<file path="config.mk">
export PLATFORM = sky130hd
export DESIGN_NAME = dnr_top
export DESIGN_NICKNAME = d
export VERILOG_FILES = /design/src/hdl/dnr_pkg.sv /design/src/hdl/dnr_link_if.sv /design/src/hdl/dnr_pin_watch.sv /design/src/hdl/dnr_top.sv
export SDC_FILE = /design/constraint.sdc
export NUM_CORES = 1
export LEC_CHECK = 0
export ABC_AREA = 1
export BUFFER_PORTS_ARGS = -buffer_cell sky130_fd_sc_hd__buf_2
export CAP_MARGIN = 15
export CORE_ASPECT_RATIO = 0.6
export CORE_MARGIN = 2
export CORE_UTILIZATION = 40
export DETAILED_ROUTE_END_ITERATION = 10
export PLACE_DENSITY_LB_ADDON = 0.05
export SLEW_MARGIN = 25
export SYNTH_ARGS = -nofsm -noshare
export SYNTH_HDL_FRONTEND = slang
export SYNTH_SLANG_ARGS = --single-unit
</file>
<file path="constraint.sdc">
create_clock -name clk -period 3.5 [get_ports clk]
set_clock_uncertainty 0.05 [all_clocks]
set_input_delay 0.35 -clock clk [delete_from_list [all_inputs] [get_ports clk]]
set_output_delay 0.35 -clock clk [all_outputs]
set_load 0.02 [all_outputs]
</file>
<file path="src/hdl/dnr_pkg.sv">
// Package: constants, map and types for the dual resistor serial slave
// How it works
// - Two resistors, 256 positions each plus high-impedance; low ends grounded.
// - Bits 0 and 1 of location 01h force resistor 0 or 1 high-impedance.
// - Setting 00h gives minimum resistance, FFh gives maximum.
// - At power-up both resistors stay high-impedance until settings are recalled.
// - Address select low: respond to A2h for writes, A3h for reads.
// - Address select high: upper seven bits of location 00h form the address.
// - Address mismatch after START: ignore the bus until the next START.
// - While protected, all reads allowed; only locations 04h and 05h writable.
// - Entry equal to setting at 06h and 07h grants full write access.
// - Entry resets to FFFFh; shipped setting FFFFh leaves device writable.
// - Repeated START acts as a START and begins a new transfer.
// - Data changes only while clock low; bits are sampled on rising clock.
// - Device drives each outgoing bit at the preceding falling clock edge.
// - Ninth bit is acknowledge: zero acknowledges, one does not.
// - Each byte is eight bits, most significant first, then acknowledge.
// - Master acknowledges bytes to continue, refuses the last; device releases data.
// - First byte after START: address in upper seven bits, direction in bit 0.
// - Second byte of a write loads the internal address pointer.
// - Writes stay in a two-byte even-aligned page and wrap within it.
// - Reads use the pointer, which advances after each byte.
// - The nonvolatile page write starts only after the closing STOP.
// - During a nonvolatile write the device refuses its slave address.
package dnr_pkg;
    // ------------------------------------------------------------------
    // Memory map
    // ------------------------------------------------------------------
    localparam logic [7:0] DNR_OFS_SLAVE_ADDR = 8'h00;
    localparam logic [7:0] DNR_OFS_HIZ = 8'h01;
    localparam logic [7:0] DNR_OFS_RES0 = 8'h02;
    localparam logic [7:0] DNR_OFS_RES1 = 8'h03;
    localparam logic [7:0] DNR_OFS_PWE_HI = 8'h04;
    localparam logic [7:0] DNR_OFS_PWE_LO = 8'h05;
    localparam logic [7:0] DNR_OFS_PWS_HI = 8'h06;
    localparam logic [7:0] DNR_OFS_PWS_LO = 8'h07;
    localparam logic [7:0] DNR_OFS_USER = 8'h10;
    localparam int DNR_NV_DEPTH = 32;
    localparam int DNR_HIZ_BIT0 = 0;
    localparam int DNR_HIZ_BIT1 = 1;
    // ------------------------------------------------------------------
    // Reset values and fixed answers
    // ------------------------------------------------------------------
    localparam logic [7:0] DNR_RST_SLAVE_ADDR = 8'ha0;
    localparam logic [7:0] DNR_RST_HIZ = 8'h00;
    localparam logic [7:0] DNR_RST_RES = 8'h7f;
    localparam logic [7:0] DNR_RST_ENTRY = 8'hff;
    localparam logic [7:0] DNR_RST_USER = 8'hff;
    localparam logic [7:0] DNR_READ_FIXED = 8'hff;
    localparam logic [6:0] DNR_FIXED_ADDR = 7'h51;
    // ------------------------------------------------------------------
    // Timing
    // ------------------------------------------------------------------
    localparam int DNR_CLK_MHZ = 100;
    localparam int DNR_NV_WRITE_MS = 10;
    localparam int DNR_NV_WRITE_CYC = DNR_NV_WRITE_MS * 1000 * DNR_CLK_MHZ;
    localparam int DNR_STARTUP_MS = 2;
    localparam int DNR_STARTUP_CYC = DNR_STARTUP_MS * 1000 * DNR_CLK_MHZ;
    localparam int DNR_CNT_W = 21;
    // ------------------------------------------------------------------
    // Types
    // ------------------------------------------------------------------
    typedef enum logic [2:0] {
        DNR_IDLE, DNR_ADDR, DNR_ADDR_ACK, DNR_WDATA, DNR_WACK,
        DNR_RDATA, DNR_RACK
    } dnr_state_t;
endpackage : dnr_pkg

</file>
<file path="src/hdl/dnr_link_if.sv">
// Interface: bus event strobes between the pin watcher and the slave core
`timescale 1ns/1ps
`default_nettype none
interface dnr_link_if;
    logic scl_rise;
    logic scl_fall;
    logic start_det;
    logic stop_det;
    logic sda_in;
    modport watch (output scl_rise, scl_fall, start_det, stop_det, sda_in);
    modport core (input scl_rise, scl_fall, start_det, stop_det, sda_in);
endinterface : dnr_link_if
`default_nettype wire

</file>
<file path="src/hdl/dnr_pin_watch.sv">
// Pin watcher: synchronises the serial pins and finds edges and conditions
`timescale 1ns/1ps
`default_nettype none
module dnr_pin_watch (
    // Clock and reset
    input wire logic clk,
    input wire logic sys_rst,
    // Serial pins
    input wire logic scl_pin,
    input wire logic sda_pin,
    // Events to the core
    dnr_link_if.watch ev
);
    import dnr_pkg::*;
    logic [1:0] scl_sync_r;
    logic [1:0] sda_sync_r;
    logic scl_d_r;
    logic sda_d_r;

    // ------------------------------------------------------------------
    // Two-stage synchronisers; only the second stage is looked at
    // ------------------------------------------------------------------
    always_ff @(posedge clk) begin
        if (sys_rst) begin
            scl_sync_r <= 2'h3;
            sda_sync_r <= 2'h3;
            scl_d_r <= 1'b1;
            sda_d_r <= 1'b1;
        end else begin
            scl_sync_r <= {scl_sync_r[0], scl_pin};
            sda_sync_r <= {sda_sync_r[0], sda_pin};
            scl_d_r <= scl_sync_r[1];
            sda_d_r <= sda_sync_r[1];
        end
    end

    // ------------------------------------------------------------------
    // Edge and condition strobes
    // ------------------------------------------------------------------
    assign ev.sda_in = sda_sync_r[1];
    assign ev.scl_rise = scl_sync_r[1] & ~scl_d_r;
    assign ev.scl_fall = ~scl_sync_r[1] & scl_d_r;
    // Data falling while clock high is a (repeated) start
    assign ev.start_det = scl_sync_r[1] & scl_d_r & sda_d_r & ~sda_sync_r[1];
    assign ev.stop_det = scl_sync_r[1] & scl_d_r & ~sda_d_r & sda_sync_r[1];
endmodule : dnr_pin_watch
`default_nettype wire

</file>
<file path="src/hdl/dnr_top.sv">
// Top: serial slave, memory map, protection and resistor control
`timescale 1ns/1ps
`default_nettype none
module dnr_top #(
    parameter int NV_WRITE_CYC = dnr_pkg::DNR_NV_WRITE_CYC,
    parameter int STARTUP_CYC = dnr_pkg::DNR_STARTUP_CYC
) (
    // Clock and reset
    input wire logic clk,
    input wire logic sys_rst,
    // Serial bus
    input wire logic scl_pin,
    input wire logic sda_pin,
    output logic sda_out,
    output logic sda_oe,
    // Address select strap
    input wire logic addr_select,
    // Resistor controls
    output logic [7:0] resistor_zero_high_terminal,
    output logic [7:0] resistor_one_high_terminal,
    output logic hiz_enable_zero,
    output logic hiz_enable_one,
    // Status
    output logic nv_busy
);
    import dnr_pkg::*;

    dnr_link_if ev ();
    dnr_pin_watch u_watch (
        .clk(clk),
        .sys_rst(sys_rst),
        .scl_pin(scl_pin),
        .sda_pin(sda_pin),
        .ev(ev)
    );

    // ------------------------------------------------------------------
    // State
    // ------------------------------------------------------------------
    logic [7:0] shadow_r [DNR_NV_DEPTH];
    logic [7:0] pwe_hi_r;
    logic [7:0] pwe_lo_r;
    dnr_state_t st_r;
    logic [3:0] bit_r;
    logic [7:0] sh_r;
    logic rd_r;
    logic have_ptr_r;
    logic [7:0] ptr_r;
    logic [7:0] page_r;
    logic page_dirty_r;
    logic [1:0] page_mask_r;
    logic [DNR_CNT_W-1:0] cnt_r;
    logic [1:0] asel_r;
    logic booting_r;
    logic [7:0] tx_r;

    // Address select is a pin: two flops before use
    always_ff @(posedge clk) begin
        if (sys_rst) begin
            asel_r <= 2'h0;
        end else begin
            asel_r <= {asel_r[0], addr_select};
        end
    end

    // ------------------------------------------------------------------
    // Helpers
    // ------------------------------------------------------------------
    function automatic logic [7:0] rd_byte(input logic [7:0] a,
                                           input logic [7:0] v);
        if (a == DNR_OFS_PWE_HI || a == DNR_OFS_PWE_LO ||
            (a >= 8'h08 && a < DNR_OFS_USER) || a >= 8'h20) begin
            rd_byte = DNR_READ_FIXED;
        end else begin
            rd_byte = v;
        end
    endfunction : rd_byte

    logic unlocked;
    logic [6:0] my_addr;
    logic [4:0] pidx;
    assign unlocked = {pwe_hi_r, pwe_lo_r} ==
        {shadow_r[DNR_OFS_PWS_HI[4:0]], shadow_r[DNR_OFS_PWS_LO[4:0]]};
    assign my_addr = asel_r[1] ? shadow_r[DNR_OFS_SLAVE_ADDR[4:0]][7:1]
                               : DNR_FIXED_ADDR;
    assign pidx = ptr_r[4:0];
    logic [7:0] rd_now;
    assign rd_now = rd_byte(ptr_r, shadow_r[pidx]);

    logic wr_ok;
    // Writable only in map and not the entry bytes, and only when unlocked
    assign wr_ok = unlocked && ptr_r < 8'h08 && ptr_r != DNR_OFS_PWE_HI &&
                   ptr_r != DNR_OFS_PWE_LO ||
                   unlocked && ptr_r >= DNR_OFS_USER && ptr_r < 8'h20;

    // ------------------------------------------------------------------
    // Serial protocol engine
    // ------------------------------------------------------------------
    always_ff @(posedge clk) begin
        if (sys_rst) begin
            st_r <= DNR_IDLE;
            bit_r <= 4'h0;
            sh_r <= 8'h00;
            rd_r <= 1'b0;
            have_ptr_r <= 1'b0;
            ptr_r <= 8'h00;
            sda_out <= 1'b1;
            sda_oe <= 1'b0;
            tx_r <= 8'h00;
        end else if (ev.start_det) begin
            st_r <= DNR_ADDR;
            bit_r <= 4'h0;
            sda_oe <= 1'b0;
        end else if (ev.stop_det) begin
            st_r <= DNR_IDLE;
            sda_oe <= 1'b0;
        end else begin
            unique case (st_r)
                DNR_IDLE: begin
                    sda_oe <= 1'b0;
                end
                DNR_ADDR: begin
                    if (ev.scl_rise) begin
                        sh_r <= {sh_r[6:0], ev.sda_in};
                        bit_r <= bit_r + 4'h1;
                    end else if (ev.scl_fall && bit_r == 4'h8) begin
                        if (sh_r[7:1] == my_addr && !nv_busy && !booting_r) begin
                            rd_r <= sh_r[0];
                            have_ptr_r <= 1'b0;
                            sda_out <= 1'b0;
                            sda_oe <= 1'b1;
                            st_r <= DNR_ADDR_ACK;
                        end else begin
                            st_r <= DNR_IDLE;
                        end
                    end
                end
                DNR_ADDR_ACK: begin
                    if (ev.scl_fall) begin
                        bit_r <= 4'h0;
                        if (rd_r) begin
                            tx_r <= rd_now;
                            sda_out <= rd_now[7];
                            sda_oe <= 1'b1;
                            st_r <= DNR_RDATA;
                        end else begin
                            sda_oe <= 1'b0;
                            st_r <= DNR_WDATA;
                        end
                    end
                end
                DNR_WDATA: begin
                    if (ev.scl_rise) begin
                        sh_r <= {sh_r[6:0], ev.sda_in};
                        bit_r <= bit_r + 4'h1;
                    end else if (ev.scl_fall && bit_r == 4'h8) begin
                        sda_out <= 1'b0;
                        sda_oe <= 1'b1;
                        st_r <= DNR_WACK;
                        if (!have_ptr_r) begin
                            ptr_r <= sh_r;
                            have_ptr_r <= 1'b1;
                        end else begin
                            ptr_r <= {ptr_r[7:1], ~ptr_r[0]};
                        end
                    end
                end
                DNR_WACK: begin
                    if (ev.scl_fall) begin
                        sda_oe <= 1'b0;
                        bit_r <= 4'h0;
                        st_r <= DNR_WDATA;
                    end
                end
                DNR_RDATA: begin
                    if (ev.scl_rise) begin
                        bit_r <= bit_r + 4'h1;
                    end else if (ev.scl_fall) begin
                        if (bit_r == 4'h8) begin
                            sda_oe <= 1'b0; // Release for master's acknowledge
                            ptr_r <= ptr_r + 8'h01;
                            st_r <= DNR_RACK;
                        end else begin
                            tx_r <= {tx_r[6:0], 1'b0};
                            sda_out <= tx_r[6];
                        end
                    end
                end
                DNR_RACK: begin
                    if (ev.scl_rise) begin
                        if (ev.sda_in) begin
                            st_r <= DNR_IDLE;
                        end else begin
                            tx_r <= rd_now;
                        end
                    end else if (ev.scl_fall) begin
                        bit_r <= 4'h0;
                        sda_out <= tx_r[7];
                        sda_oe <= 1'b1;
                        st_r <= DNR_RDATA;
                    end
                end
            endcase
        end
    end

    // ------------------------------------------------------------------
    // Write capture into the page buffer and the entry register
    // ------------------------------------------------------------------
    logic wr_strobe;
    assign wr_strobe = st_r == DNR_WDATA && ev.scl_fall && bit_r == 4'h8 &&
                       have_ptr_r && !ev.start_det && !ev.stop_det;

    always_ff @(posedge clk) begin
        if (sys_rst) begin
            pwe_hi_r <= DNR_RST_ENTRY;
            pwe_lo_r <= DNR_RST_ENTRY;
        end else if (wr_strobe && ptr_r == DNR_OFS_PWE_HI) begin
            pwe_hi_r <= sh_r;
        end else if (wr_strobe && ptr_r == DNR_OFS_PWE_LO) begin
            pwe_lo_r <= sh_r;
        end
    end

    always_ff @(posedge clk) begin
        if (sys_rst) begin
            page_dirty_r <= 1'b0;
            page_mask_r <= 2'h0;
            page_r <= 8'h00;
        end else if (ev.start_det || (ev.stop_det && !nv_busy)) begin
            page_dirty_r <= 1'b0;
            page_mask_r <= 2'h0;
        end else if (wr_strobe && wr_ok) begin
            page_dirty_r <= 1'b1;
            page_r <= {ptr_r[7:1], 1'b0};
            page_mask_r[ptr_r[0]] <= 1'b1;
        end
    end

    // ------------------------------------------------------------------
    // Shadow copy, nonvolatile store and timers
    // ------------------------------------------------------------------
    logic [7:0] page_b [2];
    always_ff @(posedge clk) begin
        if (wr_strobe && wr_ok) begin
            page_b[ptr_r[0]] <= sh_r;
        end
    end

    always_ff @(posedge clk) begin
        if (sys_rst) begin
            nv_busy <= 1'b0;
            booting_r <= 1'b1;
            cnt_r <= DNR_CNT_W'(STARTUP_CYC - 1);
        end else if (booting_r) begin
            if (cnt_r == '0) begin
                booting_r <= 1'b0;
            end else begin
                cnt_r <= cnt_r - 1'b1;
            end
        end else if (nv_busy) begin
            if (cnt_r == '0) begin
                nv_busy <= 1'b0;
            end else begin
                cnt_r <= cnt_r - 1'b1;
            end
        end else if (ev.stop_det && page_dirty_r) begin
            nv_busy <= 1'b1;
            cnt_r <= DNR_CNT_W'(NV_WRITE_CYC - 1);
        end
    end

    // Store content persists across sys_rst; defaults load at configuration
    typedef logic [7:0] dnr_store_t [DNR_NV_DEPTH];
    function automatic dnr_store_t nv_defaults();
        dnr_store_t m;
        for (int i = 0; i < DNR_NV_DEPTH; i++) begin
            m[i] = (i >= 16) ? DNR_RST_USER : DNR_READ_FIXED;
        end
        m[0] = DNR_RST_SLAVE_ADDR;
        m[1] = DNR_RST_HIZ;
        m[2] = DNR_RST_RES;
        m[3] = DNR_RST_RES;
        return m;
    endfunction : nv_defaults
    // Declaration value only, so the store write below stays its one driver
    dnr_store_t nv_mem_r = nv_defaults();

    always_ff @(posedge clk) begin
        if (!sys_rst && ev.stop_det && page_dirty_r && !nv_busy &&
            !booting_r) begin
            for (int j = 0; j < 2; j++) begin
                if (page_mask_r[j]) begin
                    nv_mem_r[{page_r[4:1], j[0]}] <= page_b[j];
                end
            end
        end
    end

    // Live copy: recalled at start-up, follows the store after each write
    always_ff @(posedge clk) begin
        for (int k = 0; k < DNR_NV_DEPTH; k++) begin
            shadow_r[k] <= nv_mem_r[k];
        end
    end

    // ------------------------------------------------------------------
    // Resistor outputs
    // ------------------------------------------------------------------
    always_ff @(posedge clk) begin
        if (sys_rst || booting_r) begin
            hiz_enable_zero <= 1'b1;
            hiz_enable_one <= 1'b1;
            resistor_zero_high_terminal <= 8'h00;
            resistor_one_high_terminal <= 8'h00;
        end else begin
            hiz_enable_zero <= shadow_r[DNR_OFS_HIZ[4:0]][DNR_HIZ_BIT0];
            hiz_enable_one <= shadow_r[DNR_OFS_HIZ[4:0]][DNR_HIZ_BIT1];
            resistor_zero_high_terminal <= shadow_r[DNR_OFS_RES0[4:0]];
            resistor_one_high_terminal <= shadow_r[DNR_OFS_RES1[4:0]];
        end
    end
endmodule : dnr_top
`default_nettype wire

</file>
* Yosys cells after proc, flatten, opt, wreduce, memory -nomap -nowiden
Memories as Yosys holds them, arrays and structs flattened. A register that Yosys moved wholly into a read port is not among the register bits.
Index checks and enable logic that the tools add are counted.
** Operators by class
- Add/subtract/negate cells :: 3
- Multipliers :: 0
- Divide/modulo/power cells :: 0
- Order comparisons :: 8
- Eq/ne operators :: 44
- Shift-type cells :: 0
- Muxes and demuxes :: 84
- Bitwise logic cells :: 18
- Reductions and logical operators :: 64
** Operators by type and width (count)
- two-way mux 8 bit :: 14
- two-way mux 21 bit :: 4
- two-way mux 1 bit :: 40
- two-way mux 3 bit :: 13
- inequality test 4 bit (second input constant) :: 9
- AND reduction 12 bit :: 3
- inequality test 2 bit (second input constant) :: 17
- logical AND 1 bit :: 24
- one-hot mux 8 bit (3 select lines) :: 1
- logical NOT 21 bit :: 1
- subtractor 21 x 1 -> 21 bit (second input constant) :: 1
- one-hot mux 3 bit (6 select lines) :: 1
- == test 16 bit :: 1
- == test 8 x 3 -> 1 bit (second input constant) :: 2
- inequality test 8 x 3 -> 1 bit (second input constant) :: 2
- one-hot mux 8 bit (2 select lines) :: 1
- AND reduction 8 bit :: 2
- AND reduction 15 bit :: 1
- two-way mux 4 bit :: 3
- one-hot mux 4 bit (3 select lines) :: 1
- inverter 1 bit :: 10
- AND reduction 10 bit :: 1
- == test 3 bit (second input constant) :: 3
- AND reduction 9 bit :: 1
- 40 further kinds :: 65
** Word-level totals
- Register bits after elaboration :: 89
- Bits in latches :: 0
- Memory bits (writable) :: 528
- ROM bits :: 0
- Input bits :: 5
- Output and inout bits :: 21
- Word-level logic and storage cells :: 248
- Memories :: 3
** Memory list
- nv_mem_r :: words 32, width 8, rd ports 32, clocked after memory_dff 0, wr ports 2, line dnr_top.sv:287 : dnr_store_t nv_mem_r = nv_defaults();
- shadow_r :: words 32, width 8, rd ports 7, clocked after memory_dff 3, wr ports 32, line dnr_top.sv:40 : logic [7:0] shadow_r [DNR_NV_DEPTH];
- page_b :: words 2, width 8, rd ports 2, clocked after memory_dff 0, wr ports 1, line dnr_top.sv:243 : logic [7:0] page_b [2];

* Longest topological paths before layout
An unclocked memory read counts as a cell.
- Depth in word-level cells :: 11
- Depth in mapped cells :: 15
- Gate-level depth less buffers :: 13

* By module
Synthesis repeated with hierarchy kept, for this count alone.
** Unflattened totals
- Cells, all modules :: 1992
- Area total of the unflattened synthesis :: 21474.3 um^2
** By module, submodules not included
- dnr_top :: instances 1, cells an instance 1968, area each 21276.7 um^2, sequential area each 15314.7 um^2
- dnr_pin_watch :: instances 1, cells an instance 24, area each 197.7 um^2, sequential area each 120.1 um^2

* Least setup slack after synthesis
No wires, ideal clock.
- Path kind :: register -> register
- Start :: register ptr_r[1]
- End :: memory page_b[1][0] (enable)
- Setup time :: 0.370 ns
- Arrival time :: 1.862 ns
- Data required time :: 3.080 ns
- Path slack :: 1.218 ns
- Cell stages (with the launch flop) :: 12
- Path buffers :: 2
- Clock period less this slack :: 2.282 ns
- Cell sequence :: dfxtp_1 > buf_2 > clkinv_1 > clkbuf_1 > ha_1 > nand2_1 > nor2_1 > nor2_1 > nand2_1 > nand2_1 > nand3_1 > nor2_1
** On the way
- Cells in the longest elaborated chain, start to end :: 8
- Elaborated cells on any way between the ends :: 14
- Those cells by class :: order compare: 3; eq/ne: 2; mux: 2; reduce/logical: 7
** Ends and longest elaborated chain
- start: declaration :: line dnr_top.sv:48 : logic [7:0] ptr_r;
- start signal: assignment :: line dnr_top.sv:161 : ptr_r <= sh_r;
- start signal: assignment :: line dnr_top.sv:164 : ptr_r <= {ptr_r[7:1], ~ptr_r[0]};
- start signal: assignment :: line dnr_top.sv:181 : ptr_r <= ptr_r + 8'h01;
- less-than comparator 8 x 4 -> 1 bit :: line dnr_top.sv:92 : assign wr_ok = unlocked && ptr_r < 8'h08 && ptr_r != DNR_OFS_PWE_HI &&
- logical AND 1 bit (3 in series) :: line dnr_top.sv:92
- logical OR 1 bit * :: line dnr_top.sv:93 : ptr_r != DNR_OFS_PWE_LO ||
- logical AND 1 bit * :: line dnr_top.sv:245 : if (wr_strobe && wr_ok) begin
- two-way mux 1 bit * :: line dnr_top.sv:245
- two-way mux 1 bit (not written as such) * :: line dnr_top.sv:246 : page_b[ptr_r[0]] <= sh_r;
- end: declaration :: line dnr_top.sv:243
Every way passes the cells marked *; elsewhere a longest branch is shown, timed or not.

==> results by group <==
Synthesis
  – Main combinational cell family by area after synthesis: simple AND/OR/NAND/NOR gates
  – Top FF cell, synth: dfxtp_1
  – Simple-gate share of the synthesized area: 17.5%
  – Post-synthesis cell type count: 46
  – Cells after Synth: 2044
  – Mapped Nets: 2058
  – Post-synthesis mux area share: 0%
  – Asr flop ratio synth: 0%
  – Compound-Gate Fraction of Synth Area: 5.56%
  – Adder-cell share of the synthesized area: 0.518%
  – Synth Register Bits: 635
  – Register area share after synthesis: 71.1%
  – Mapped cell area: 21700 um2
  – Synth warn: 0
  – Post-Syn Area per Cell: 10.6 um2
  – Share of the synthesized area in the top cell type: 37.6%
  – Synth top area cells: edfxtp_1, dfxtp_1, nand2_1, nor2_1, nand3_1
  – Area leader, netlist: edfxtp_1
  – Xor/xnor share of the synthesized area: 0.766%
  – EDFF count, synth: 272

Die
  – Row count: 66
  – Full die area: 56200 um2
  – I/O Pins: 26
  – Core box area: 53900 um2
  – Initial Util: 40.3%
  – Die width: 305 um
  – Die Y: 185 um

Clock network
  – CTS clk-pin slew, worst paths: 0.07 ns
  – Max clock buf depth: 3
  – CTS tree: built
  – CTS Sinks: 635
  – Worst-skew pair later-pin latency: 0.61 ns
  – Post-CTS Setup Repair Bufs: 0
  – H-tree depth: 2
  – Clk root buf: clkbuf_16
  – CTS Buf Count: 56

Critical path
  – Worst r2r src: u_watch.scl_d_r
  – Reg2reg end: nv_mem_r[8][6]
  – CP Launch Type: flop
  – Critical path origin: u_watch.scl_d_r
  – Setup crit end kind: flop
  – R2r worst-path depth: 7
  – WS Path Type: reg2reg
  – Worst-path fanout max: 8
  – Flop2flop setup slack: 0.74 ns
  – Arrival time worst endpoint: 2.93 ns
  – Worst Path Required: 3.67 ns

Status
  – Status: finished, final reports clean

STA
  – Worst-Margin Slew: 1.05 ns
  – Min Clock Period, post-route: 2.76 ns
  – Max Clock Freq: 362 MHz
  – Final setup vio count: 0
  – Slew HR: 30.1%
  – Slew Viols, Final: 0
  – RSZ-0062 raised after global routing: no
  – Endpoints failing hold: 0
  – Final period util: 78.9%
  – Final TNS setup: 0 ns

Pwr
  – Worst vdd ir: 369 uV
  – LEAKAGE: 0.00985 uW
  – Cell Pwr Density: 594 nW/um2
  – Overall power: 14700 uW

Routing
  – WL final: 60700 um
  – Wirelength per Cell: 21.1 um
  – Detailed Route Iter0 Violations: 1675
  – Routed vias: 14300
  – DR DRC count: 0
  – Vias/cell: 4.97
  – Routed Antenna Nets: 0
  – Drt first pass iters: 5

Global route
  – Total track usage: 21.6%
  – Initial antenna violation count: 9
  – Largest net degree at the start of global routing: 156
  – GRT overflow: 0
  – Number of global-route vias before repair: 13300
  – First-pass GRT wire length: 88900 um

Finish
  – Area grow syn2layout: 13.7%
  – Layout cell share with drive strength beyond 1: 9.71%
  – Layout Nets: 2128

Place
  – # port buffers: 25
  – Dpl hpwl: 39300 um
  – Gpl congestion: 0.892

Hold path
  – Worst Hold Path EP: pwe_lo_r[4]
  – Hold Crit Depth: 3
  – HP Start: sys_rst
  – Hold WC Path Type: in2reg

Job
  – MaxCap Viol Count: 0
synthesized netlist by cell type, types with 9 or more instances:
library cell	instances
xor2_1	10
nor2_1	291
buf_2	28
or2_2	14
xnor2_1	9
nand3_1	122
o211ai_1	30
inv_1	161
inv_2	12
nor3_1	14
edfxtp_1	272
a21oi_1	51
dfxtp_1	363
nand4_1	10
ha_1	9
nand2_1	431
o21ai_0	114
clkbuf_1	29
cell families after synthesis:
kind of cell / count (synthesis)
adder cells (fa/ha/maj): 9
AO/OA/AOI/OAI: 219
AND/OR/NAND/NOR: 917
flip-flops: 635
XOR/XNOR: 19
buffers and inverters: 245
where the power goes:
| group | switching, uW | leakage [uW] | internal, uW |
|---|---|---|---|
| clock | 2750 | 0.000874 | 3440 |
| combinational | 531 | 0.00357 | 202 |
| sequential | 37.9 | 0.00540 | 7700 |
| total | 3320 | 0.00985 | 11300 |
critical path: stages, from the launching register on:
cell     delay [ns]
dfxtp_1        0.36
ha_1           0.18
nand3_1        0.15
inv_1          0.15
nand2_1        0.09
nor2_1         0.29
nand3_1        0.38
nor2_1         0.73
repair_timing:
item	4_1_cts	5_1_grt
hold buffers	3	0
resized for setup	0	0
endpoints found under the hold margin	3	0
placed cells by master, fill, tap and decap left out, types with 18 or more instances in the layout:
cell | synthesis | routed
buf_4 | 6 | 52
a21oi_1 | 51 | 51
dfxtp_1 | 363 | 361
nand2_1 | 431 | 431
buf_2 | 28 | 25
inv_1 | 161 | 161
o21ai_0 | 114 | 114
edfxtp_1 | 272 | 272
nor2_1 | 291 | 290
o211ai_1 | 30 | 30
clkbuf_1 | 29 | 18
nand3_1 | 122 | 122
clkbuf_16 | 0 | 58
state kept, by name, indices dropped and copies added (netlist names), 4 cells and up:
| register | flops |
|---|---|
| cnt_r | 21 |
| pwe_hi_r | 8 |
| bit_r | 4 |
| page_b | 16 |
| tx_r | 8 |
| shadow_r | 256 |
| resistor_zero_high_terminal | 8 |
| pwe_lo_r | 8 |
| sh_r | 8 |
| nv_mem_r | 256 |
| resistor_one_high_terminal | 8 |
| ptr_r | 8 |
| page_r | 4 |
how the worst max path moves through the flow:
stage                           to  slack, ns  depth (start not counted)
finish              nv_mem_r[8][6]       0.74                          7
detailed placement  nv_mem_r[8][6]       0.78                          7
floorplan             page_b[1][0]       1.22                         11
global route          page_b[1][4]       0.57                         10
CTS                 nv_mem_r[8][3]       0.76                          7
global placement    nv_mem_r[8][2]       0.91                          7
metal layers:
layer | track usage [%] | wire length, um | up-vias
met4 | 4.34 | 945 | 0
met2 | 27.7 | 22300 | 505
li1 | - | - | 6853
met3 | 4.61 | 5040 | 70
met5 | 0 | 0 | -
met1 | 36.0 | 32400 | 6879
final cells by class:
| type | instances | area, um2 |
|---|---|---|
| clock inverter | 26 | 249 |
| multi-input combinational | 1164 | 5300 |
| sequential | 635 | 15400 |
| timing repair buffer | 82 | 581 |
| tap | 714 | 893 |
| fill | 5051 | 29200 |
| antenna | 1 | 2.50 |
| clock buffer | 80 | 1570 |
| inverter | 175 | 658 |
per-stage QoR:
step	instance area [um2]	cells	hold WS (ns)	utilization, %	worst slack [ns]
4_1_cts	24700	2876	0.209	45.8	0.761
3_3_place_gp	22800	2766	0.273	42.3	0.911
3_5_place_dp	22800	2767	0.277	42.4	0.776
6_report	24700	2877	0.239	45.8	0.739
2_1_floorplan	21700	2044	0.273	-	1.22
5_1_grt	24700	2876	0.257	45.8	0.571
(Power assumes the default switching activity.)
